### config.mk
export PLATFORM = sky130hd
export DESIGN_NAME = rusw_top
export DESIGN_NICKNAME = d
export VERILOG_FILES = /design/src/design/rusw_pkg.sv /design/src/design/rusw_sync.sv /design/src/design/rusw_watchdog.sv /design/src/design/rusw_top.sv
export VERILOG_INCLUDE_DIRS = /design/src /design/src/design
export SDC_FILE = /design/constraint.sdc
export NUM_CORES = 1
export LEC_CHECK = 0
export BUFFER_PORTS_ARGS = -buffer_cell sky130_fd_sc_hd__buf_4
export CELL_PAD_IN_SITES_DETAIL_PLACEMENT = 1
export CELL_PAD_IN_SITES_GLOBAL_PLACEMENT = 1
export CORE_MARGIN = 10
export CORE_UTILIZATION = 50
export DETAILED_ROUTE_END_ITERATION = 10
export HOLD_SLACK_MARGIN = 0.05
export PLACE_DENSITY = 0.89
export SYNTH_ARGS = -nofsm -noshare
export SYNTH_HDL_FRONTEND = slang
export SYNTH_SLANG_ARGS = --single-unit
### constraint.sdc
create_clock -name clk_sys_i -period 11.3 [get_ports clk_sys_i]
set_clock_uncertainty 0.05 [all_clocks]
set_input_delay 0.565 -clock clk_sys_i [delete_from_list [all_inputs] [get_ports clk_sys_i]]
set_output_delay 0.565 -clock clk_sys_i [all_outputs]
set_load 0.03 [all_outputs]
### src/design/rusw_map.svh
// Constants of the upgrade status and watchdog block.
// Assumes inclusion by the package, the watchdog and the top module.
`ifndef RUSW_MAP_SVH
`define RUSW_MAP_SVH

// ------------------------------------------------------------
// Control and update register layout
// ------------------------------------------------------------
`define RUSW_CTL_W        39
`define RUSW_CTL_EARLY    37
`define RUSW_CTL_OSC_INT  36
`define RUSW_CTL_WATCHDOG_ENABLE_BIT    35
`define RUSW_CTL_ADDR_HI  33
`define RUSW_CTL_ADDR_LO  12
`define RUSW_CTL_TMR_HI   11
`define RUSW_CTL_TMR_LO   0
`define RUSW_CTL_RESET    39'h00_0000_0000

// ------------------------------------------------------------
// Status views and previous-state records
// ------------------------------------------------------------
`define RUSW_STAT_W       32
`define RUSW_PREV_W       31
`define RUSW_SRC_HI       30
`define RUSW_SRC_LO       26
`define RUSW_PREV_MS_HI   25
`define RUSW_PREV_MS_LO   24
`define RUSW_BOOT_W       24
`define RUSW_PREV_RESET   31'h0000_0000
`define RUSW_INVALID_CAP  39'h7F_FFFF_FFFF

// Source one-hot positions within the five-bit source field
`define RUSW_SRC_EXT      4
`define RUSW_SRC_CRC      3
`define RUSW_SRC_PIN      2
`define RUSW_SRC_WD       1
`define RUSW_SRC_FAB      0

// Master state field codes
`define RUSW_MS_FACTORY   2'h0
`define RUSW_MS_APP_LOAD  2'h1
`define RUSW_MS_APP_USER  2'h3

// Capture selections
`define RUSW_CAP_VIEW_A   2'h0
`define RUSW_CAP_VIEW_B   2'h1
`define RUSW_CAP_PREV1    2'h2
`define RUSW_CAP_PREV2    2'h3

// ------------------------------------------------------------
// Watchdog and timing
// ------------------------------------------------------------
`define RUSW_WD_W         29
`define RUSW_WD_LOW       17'h00008
`define RUSW_CLK_NS       50
`define RUSW_MIN_PULSE_NS 250
`define RUSW_MIN_PULSE_CYC \
  ((`RUSW_MIN_PULSE_NS + `RUSW_CLK_NS - 1) / `RUSW_CLK_NS)

`endif

### src/design/rusw_pkg.sv
// Types of the upgrade status and watchdog block.
// Assumes the constants header is on the include path.
`include "rusw_map.svh"

package rusw_pkg;

  typedef logic [`RUSW_CTL_W-1:0] rusw_ctl_t;

  typedef enum logic [2:0] {
    RUSW_ST_FACTORY  = 3'b001,
    RUSW_ST_APP_LOAD = 3'b010,
    RUSW_ST_APP_USER = 3'b100
  } rusw_state_e;

endpackage

### src/design/rusw_sync.sv
// Two-flop level synchroniser, one per bit.
// Assumes asynchronous inputs from user fabric logic.
`timescale 1ns/1ns

module rusw_sync #(
  parameter int WIDTH = 2
) (
  input  wire logic             clk_sys_i,
  input  wire logic             rst_i,
  input  wire logic [WIDTH-1:0] async_i,
  output logic      [WIDTH-1:0] sync_o
);

  logic [WIDTH-1:0] meta_reg;

  always_ff @(posedge clk_sys_i or posedge rst_i) begin
    if (rst_i) begin
      meta_reg <= '0;
      sync_o   <= '0;
    end else begin
      meta_reg <= async_i;
      sync_o   <= meta_reg;
    end
  end

endmodule

### src/design/rusw_watchdog.sv
// User watchdog down-counter.
// Assumes enable and reload come from the synchronous control logic.
`timescale 1ns/1ns
`include "rusw_map.svh"

module rusw_watchdog #(
  parameter int CNT_W = `RUSW_WD_W
) (
  input  wire logic             clk_sys_i,
  input  wire logic             rst_i,
  input  wire logic             enable_i,
  input  wire logic             reload_i,
  input  wire logic [CNT_W-1:0] load_value_i,
  output logic      [CNT_W-1:0] count_o,
  output logic                  expire_o
);

  // Held at the load value while disabled, counts only when enabled
  always_ff @(posedge clk_sys_i or posedge rst_i) begin
    if (rst_i) begin
      count_o <= '0;
    end else if (!enable_i || reload_i) begin
      count_o <= load_value_i;
    end else if (count_o != '0) begin
      count_o <= count_o - CNT_W'(1);
    end
  end

  always_ff @(posedge clk_sys_i or posedge rst_i) begin
    if (rst_i) begin
      expire_o <= 1'b0;
    end else begin
      expire_o <= enable_i && !reload_i && (count_o == CNT_W'(1));
    end
  end
endmodule

### src/design/rusw_top.sv
// Remote upgrade status recorder, control loader and user watchdog.
// Assumes synchronous trigger inputs, except the two fabric strobes.
`timescale 1ns/1ns
`include "rusw_map.svh"

module rusw_top #(
  parameter int QUAL_W = 4
) (
  // Clock and reset
  input  wire logic                    clk_sys_i,
  input  wire logic                    rst_i,
  // Configuration triggers
  input  wire logic                    external_config_reset_i,
  input  wire logic                    config_error_pin_n_i,
  input  wire logic                    crc_error_i,
  input  wire logic                    app_user_mode_i,
  // Fabric strobes, asynchronous
  input  wire logic                    fabric_reconfig_request_i,
  input  wire logic                    watchdog_reload_strobe_i,
  // Shift register access
  input  wire logic                    shift_en_i,
  input  wire logic                    shift_data_i,
  input  wire logic                    capture_i,
  input  wire logic                    update_i,
  input  wire logic [1:0]              capture_sel_i,
  output logic                         shift_data_o,
  // Configuration outputs
  output logic                         reconfig_start_o,
  output logic [`RUSW_BOOT_W-1:0]      boot_address_o,
  output logic [1:0]                   master_state_o,
  output logic                         watchdog_timeout_o,
  output rusw_pkg::rusw_ctl_t          control_word_o
);

  import rusw_pkg::*;

  // ------------------------------------------------------------
  // Declarations
  // ------------------------------------------------------------
  localparam logic [QUAL_W-1:0] QUAL_MAX = QUAL_W'(`RUSW_MIN_PULSE_CYC);

  rusw_state_e                state_reg;
  rusw_ctl_t                  ctl_reg;
  rusw_ctl_t                  upd_reg;
  rusw_ctl_t                  shift_reg;
  rusw_ctl_t                  cap_next;
  logic [`RUSW_BOOT_W-1:0]    boot_reg;
  logic [`RUSW_PREV_W-1:0]    prev1_reg;
  logic [`RUSW_PREV_W-1:0]    prev2_reg;
  logic                       app_seen_reg;
  logic [1:0]                 strobe_sync;
  logic [1:0]                 strobe_qual;
  logic [4:0]                 src_raw;
  logic [4:0]                 src_oh;
  logic                       trigger;
  logic                       fab_win;
  logic [1:0]                 ms_code;
  logic [`RUSW_WD_W-1:0]      wd_load;
  logic [`RUSW_WD_W-1:0]      wd_count;
  logic                       wd_enable;
  logic                       wd_expire;
  logic [`RUSW_STAT_W-1:0]    view_fac;
  logic [`RUSW_STAT_W-1:0]    view_app1;
  logic [`RUSW_STAT_W-1:0]    view_app2;

  // ------------------------------------------------------------
  // Fabric strobe synchronisation and pulse qualification
  // ------------------------------------------------------------
  rusw_sync #(
    .WIDTH (2)
  ) u_sync (
    .clk_sys_i (clk_sys_i),
    .rst_i     (rst_i),
    .async_i   ({watchdog_reload_strobe_i, fabric_reconfig_request_i}),
    .sync_o    (strobe_sync)
  );

  // Act once per strobe, after it has stood the least pulse time
  for (genvar ch = 0; ch < 2; ch++) begin : g_qual
    logic [QUAL_W-1:0] cnt_reg;

    always_ff @(posedge clk_sys_i or posedge rst_i) begin
      if (rst_i) begin
        cnt_reg <= '0;
      end else if (!strobe_sync[ch]) begin
        cnt_reg <= '0;
      end else if (cnt_reg != QUAL_MAX) begin
        cnt_reg <= cnt_reg + QUAL_W'(1);
      end
    end

    assign strobe_qual[ch] = strobe_sync[ch]
                             && (cnt_reg == QUAL_MAX - QUAL_W'(1));
  end

  // ------------------------------------------------------------
  // Trigger sources and priority
  // ------------------------------------------------------------
  always_comb begin
    src_raw                = 5'h00;
    src_raw[`RUSW_SRC_EXT] = external_config_reset_i;
    src_raw[`RUSW_SRC_CRC] = crc_error_i
                             && (state_reg == RUSW_ST_APP_LOAD);
    src_raw[`RUSW_SRC_PIN] = !config_error_pin_n_i;
    src_raw[`RUSW_SRC_WD]  = wd_expire;
    src_raw[`RUSW_SRC_FAB] = strobe_qual[0]
                             && (state_reg == RUSW_ST_FACTORY);
  end

  // Highest-numbered source alone survives
  always_comb begin
    src_oh = 5'h00;
    for (int i = 0; i < 5; i++) begin
      if (src_raw[i]) begin
        src_oh = 5'(5'h01 << i);
      end
    end
  end

  assign trigger = |src_raw;
  assign fab_win = src_oh[`RUSW_SRC_FAB];

  // Two-bit state code
  always_comb begin
    case (state_reg)
      RUSW_ST_FACTORY:  ms_code = `RUSW_MS_FACTORY;
      RUSW_ST_APP_LOAD: ms_code = `RUSW_MS_APP_LOAD;
      RUSW_ST_APP_USER: ms_code = `RUSW_MS_APP_USER;
      default:          ms_code = `RUSW_MS_FACTORY;
    endcase
  end

  // ------------------------------------------------------------
  // Master state machine
  // ------------------------------------------------------------
  always_ff @(posedge clk_sys_i or posedge rst_i) begin
    if (rst_i) begin
      state_reg <= RUSW_ST_FACTORY;
    end else begin
      case (state_reg)
        RUSW_ST_FACTORY: begin
          if (fab_win) begin
            state_reg <= RUSW_ST_APP_LOAD;
          end
        end
        RUSW_ST_APP_LOAD: begin
          if (trigger) begin
            state_reg <= RUSW_ST_FACTORY;
          end else if (app_user_mode_i) begin
            state_reg <= RUSW_ST_APP_USER;
          end
        end
        RUSW_ST_APP_USER: begin
          if (trigger) begin
            state_reg <= RUSW_ST_FACTORY;
          end
        end
        default: begin
          state_reg <= RUSW_ST_FACTORY;
        end
      endcase
    end
  end

  // ------------------------------------------------------------
  // Control, update and boot address registers
  // ------------------------------------------------------------
  always_ff @(posedge clk_sys_i or posedge rst_i) begin
    if (rst_i) begin
      ctl_reg <= `RUSW_CTL_RESET;
    end else if (trigger) begin
      ctl_reg <= fab_win ? upd_reg : `RUSW_CTL_RESET;
    end
  end

  always_ff @(posedge clk_sys_i or posedge rst_i) begin
    if (rst_i) begin
      boot_reg <= '0;
    end else if (trigger) begin
      boot_reg <= fab_win
        ? {upd_reg[`RUSW_CTL_ADDR_HI:`RUSW_CTL_ADDR_LO], 2'b00}
        : '0;
    end
  end

  // Fabric writes reach the update register only under factory
  always_ff @(posedge clk_sys_i or posedge rst_i) begin
    if (rst_i) begin
      upd_reg <= `RUSW_CTL_RESET;
    end else if (update_i && state_reg == RUSW_ST_FACTORY) begin
      upd_reg <= shift_reg;
    end
  end

  always_ff @(posedge clk_sys_i or posedge rst_i) begin
    if (rst_i) begin
      reconfig_start_o <= 1'b0;
    end else begin
      reconfig_start_o <= trigger;
    end
  end

  // ------------------------------------------------------------
  // Previous-state records
  // ------------------------------------------------------------
  // Written in the trigger cycle, on the same edge as the reconfiguration start
  always_ff @(posedge clk_sys_i or posedge rst_i) begin
    if (rst_i) begin
      prev1_reg <= `RUSW_PREV_RESET;
      prev2_reg <= `RUSW_PREV_RESET;
    end else if (trigger && state_reg != RUSW_ST_FACTORY) begin
      prev1_reg <= {src_oh, ms_code, boot_reg};
      prev2_reg <= prev1_reg;
    end
  end

  always_ff @(posedge clk_sys_i or posedge rst_i) begin
    if (rst_i) begin
      app_seen_reg <= 1'b0;
    end else if (fab_win) begin
      app_seen_reg <= 1'b1;
    end
  end

  // ------------------------------------------------------------
  // Watchdog
  // ------------------------------------------------------------
  assign wd_load   = {ctl_reg[`RUSW_CTL_TMR_HI:`RUSW_CTL_TMR_LO],
                      `RUSW_WD_LOW};
  assign wd_enable = (state_reg == RUSW_ST_APP_USER)
                     && ctl_reg[`RUSW_CTL_WATCHDOG_ENABLE_BIT];

  // Counts the control clock, whichever source feeds it
  rusw_watchdog #(
    .CNT_W (`RUSW_WD_W)
  ) u_wd (
    .clk_sys_i    (clk_sys_i),
    .rst_i        (rst_i),
    .enable_i     (wd_enable),
    .reload_i     (strobe_qual[1]),
    .load_value_i (wd_load),
    .count_o      (wd_count),
    .expire_o     (wd_expire)
  );

  always_ff @(posedge clk_sys_i or posedge rst_i) begin
    if (rst_i) begin
      watchdog_timeout_o <= 1'b0;
    end else begin
      watchdog_timeout_o <= wd_expire;
    end
  end

  // ------------------------------------------------------------
  // Status views and shift register
  // ------------------------------------------------------------
  assign view_fac  = {ms_code, 6'h00, boot_reg};
  assign view_app1 = {ms_code, ctl_reg[`RUSW_CTL_WATCHDOG_ENABLE_BIT], wd_load};
  assign view_app2 = {ms_code, 6'h00, boot_reg};

  always_comb begin
    cap_next = `RUSW_INVALID_CAP;
    case (capture_sel_i)
      `RUSW_CAP_VIEW_A: begin
        cap_next = (state_reg == RUSW_ST_FACTORY)
          ? {7'h00, view_fac} : {7'h00, view_app1};
      end
      `RUSW_CAP_VIEW_B: begin
        cap_next = (state_reg == RUSW_ST_FACTORY)
          ? upd_reg : {7'h00, view_app2};
      end
      `RUSW_CAP_PREV1: begin
        cap_next = app_seen_reg
          ? {8'h00, prev1_reg} : `RUSW_INVALID_CAP;
      end
      `RUSW_CAP_PREV2: begin
        cap_next = app_seen_reg
          ? {8'h00, prev2_reg} : `RUSW_INVALID_CAP;
      end
      default: begin
        cap_next = `RUSW_INVALID_CAP;
      end
    endcase
  end

  always_ff @(posedge clk_sys_i or posedge rst_i) begin
    if (rst_i) begin
      shift_reg <= '0;
    end else if (capture_i) begin
      shift_reg <= cap_next;
    end else if (shift_en_i) begin
      shift_reg <= {shift_data_i, shift_reg[`RUSW_CTL_W-1:1]};
    end
  end

  assign shift_data_o   = shift_reg[0];
  assign boot_address_o = boot_reg;
  assign master_state_o = ms_code;
  assign control_word_o = ctl_reg;
endmodule

==> impl_metrics.env <==
export IMPL_p_per_area_nw_per_um2=162
export IMPL_cts_buffers=25
export IMPL_timing_final_crit_share_pct=27.7
export IMPL_dr_total_vias=8707
export IMPL_antenna_found_initial=0
export IMPL_min_path_type="primary input to register"
export IMPL_ys_seq_area_share_pct=52.4
export IMPL_cpPeakStageDelay_ns=0.74
export IMPL_seqCellArea_um2=5580
export IMPL_grt_max_degree=149
export IMPL_p_clk_share_pct=43.6
export IMPL_fin_total_pwr_mw=1.97
export IMPL_reg2reg_depth=5
export IMPL_gp_congestion=0.841
export IMPL_grt_total_usage_pct=23.8
export IMPL_swShare_pct=26.6
export IMPL_min_path_cells=1
export IMPL_async_reset_ff_share_pct=100
export IMPL_end_kind="register"
export IMPL_crit_buf_inv=1
export IMPL_power_frac_seq_pct=46.5
export IMPL_via_per_inst=6.42
export IMPL_slew_headroom_pct=15.5
export IMPL_finalNetCount=1087
export IMPL_critical_path_cell_chain="or3b_2, nor2_1, and2_1, buf_4, a22o_1"
export IMPL_start_kind="register"
export IMPL_firstDrtPassIters=5
export IMPL_cts_sinks=223
export IMPL_io_buffers=79
export IMPL_crit_type="register to register"
export IMPL_wirelength_mm=34.5
export IMPL_outcome="complete, no violations"
export IMPL_synthFlopType="dfrtp_1"
export IMPL_clk_pin_slew_worst_paths_ns=0.06
export IMPL_cts_resized=0
export IMPL_syn_area_per_cell_um2=10.2
export IMPL_rsz0062_at_grt="no"
export IMPL_drive_above_1_share_pct=17.6
export IMPL_comb_power_share_pct=9.9
export IMPL_htree_num_levels=1
export IMPL_drtAntennaViolNets=0
export IMPL_fillCellCount=2254
export IMPL_ys_ff_latch=223
export IMPL_final_common_cell="dfrtp_1"
export IMPL_rows=53
export IMPL_antenna_cells=0
export IMPL_pin_count=82
export IMPL_wire_per_inst_um=25.4
export IMPL_final_max_slew_viol_count=0
export IMPL_post_cts_buffers=0
export IMPL_cts_tree="built"
export IMPL_multi_input_area_um2=4610
export IMPL_synthesis_instances=1040
export IMPL_syn_area_um2=10700
export IMPL_setup_slack_ns=8.17
export IMPL_cts_root_buf="clkbuf_16"
export IMPL_clock_latency_ns=0.53
export IMPL_drt_iter0_markers=870
export IMPL_yosysWarningCount=0
export IMPL_arrival_ns=3.53
export IMPL_peakVddDrop_mv=0.0936
export IMPL_grt_pass1_wl_mm=54.1
export IMPL_core_um2=21000
export IMPL_setup_violations=0
export IMPL_start_util_pct=50.7
export IMPL_internal_power_mw=1.44
export IMPL_timing_critical_path_max_delay_family="simple AND/OR/NAND/NOR gates"
export IMPL_cp_depth=5
export IMPL_grt_pass1_vias=9268
export IMPL_drc=0
export IMPL_slowest_stage="or3b_2"
export IMPL_tns_ns=0
export IMPL_synth_edff_count=0
export IMPL_grt_ovfl_total=0
export IMPL_hpwl_mm=20.9
export IMPL_dieHeight_um=166
export IMPL_final_cell_mix="222 x dfrtp_1, 200 x nand2_1, 85 x buf_4"
export IMPL_preCtsSetupSlack_ns=8.19
export IMPL_final_hold_viol_count=0
export IMPL_die_w_um=166
export IMPL_switchingPower_mw=0.523
export IMPL_yosysUniqueCellTypes=63
export IMPL_fmax_mhz=319
export IMPL_areaGrowthSynthToFinish_pct=13.7
export IMPL_die_area_um2=27600
export IMPL_worst_pin_slew_ns=1.26
export IMPL_cp_data_required_time_ns=11.70
export IMPL_cts_hold_fix_buffers=0
export IMPL_clockBufferDepth=3
export IMPL_min_period_ns=3.13
export IMPL_critPathMaxFanout=27
export IMPL_maxCapViolations=0
export IMPL_leakagePower_nw=5.66
power by group through the flow:
| stage | combinational [mW] | clock (mW) | sequential [mW] |
|---|---|---|---|
| 6_report | 0.195 | 0.858 | 0.913 |
| 3_3_place_gp | 0.175 | 0 | 0.916 |
| 4_1_cts | 0.195 | 0.858 | 0.908 |
| 5_1_grt | 0.212 | 0.899 | 0.915 |
| 3_5_place_dp | 0.186 | 0 | 0.919 |
| 2_1_floorplan | 0.140 | 0 | 0.897 |
Yosys cell counts (all sizes together), types with 11 or more instances:
cell type	instances	area [um^2]
a21oi	56	280
a22o	39	342
and2	14	87.6
buf	36	226
clkbuf	53	199
dfrtp	222	5560
inv	20	75.1
mux2	39	439
mux2i	47	470
nand2	201	754
nand2b	12	75.1
nand3	16	80.1
nor2	26	97.6
nor2b	16	100
nor3	12	71.3
o21ai	54	274
o22a	13	114
o31ai	14	133
or3	11	73.8
or4	12	93.8
xnor2	17	149
metrics by stage:
step / cells / hold slack [ns] / utilization (%) / cell area [um^2]
final: 1356 / 0.0852 / 57.6 / 12100
after floorplan: 1041 / 0.281 / - / 10700
after global placement: 1312 / 0.284 / 53.6 / 11300
after detailed placement: 1312 / 0.292 / 53.6 / 11300
after global routing: 1356 / 0.0706 / 57.6 / 12100
after CTS: 1356 / 0.0760 / 57.6 / 12100
cell type report:
class | instances | share of cell area, %
clock buffer | 34 | 5.94
clock inverter | 10 | 1.16
inverter | 20 | 0.681
multi-input combinational | 709 | 38.1
sequential | 223 | 46.1
tap | 275 | 2.84
timing repair buffer | 85 | 5.27
kinds of logic (layout without fill, tap and decap cells):
kind of cell,Yosys count,count (layout),share of synthesized area (%)
flip-flops,223,223,52.4
buffers and inverters,109,149,4.70
AND/OR/NAND/NOR,352,352,16.1
XOR/XNOR,18,18,1.48
multiplexers,86,86,8.54
adder cells (fa/ha/maj),9,9,1.06
AO/OA/AOI/OAI,242,242,15.7
other,1,2,0.0352
routing by layer:
metal  track usage (%)  part of all wire [%]  vias up  wire length (um)
li1                  -                     -     3700                 -
met1              29.1                    40     4548             13800
met2              41.2                    50      376             17300
met3              4.45                   6.7       83              2310
met4              8.59                   3.0        0              1030
met5                 0                     0        -                 0
worst paths after layout:
path,startpoint,end,slack (ns)
max,state_reg[0]$_DFFE_PP1P_,control_word_o[15]$_DFFE_PP0P_,8.17
min,fabric_reconfig_request_i,u_sync.meta_reg[0]$_DFF_PP0_,0.09
max reg2reg,state_reg[0]$_DFFE_PP1P_,control_word_o[15]$_DFFE_PP0P_,8.17
min reg2reg,u_sync.meta_reg[1]$_DFF_PP0_,u_sync.sync_o[1]$_DFF_PP0_,0.31
max in group asynchronous,rst_i,prev2_reg[5]$_DFFE_PP0P_,9.42
min in group asynchronous,rst_i,g_qual[1].cnt_reg[0]$_DFFE_PP0P_,0.18
Power figures use the tool's default switching activity.
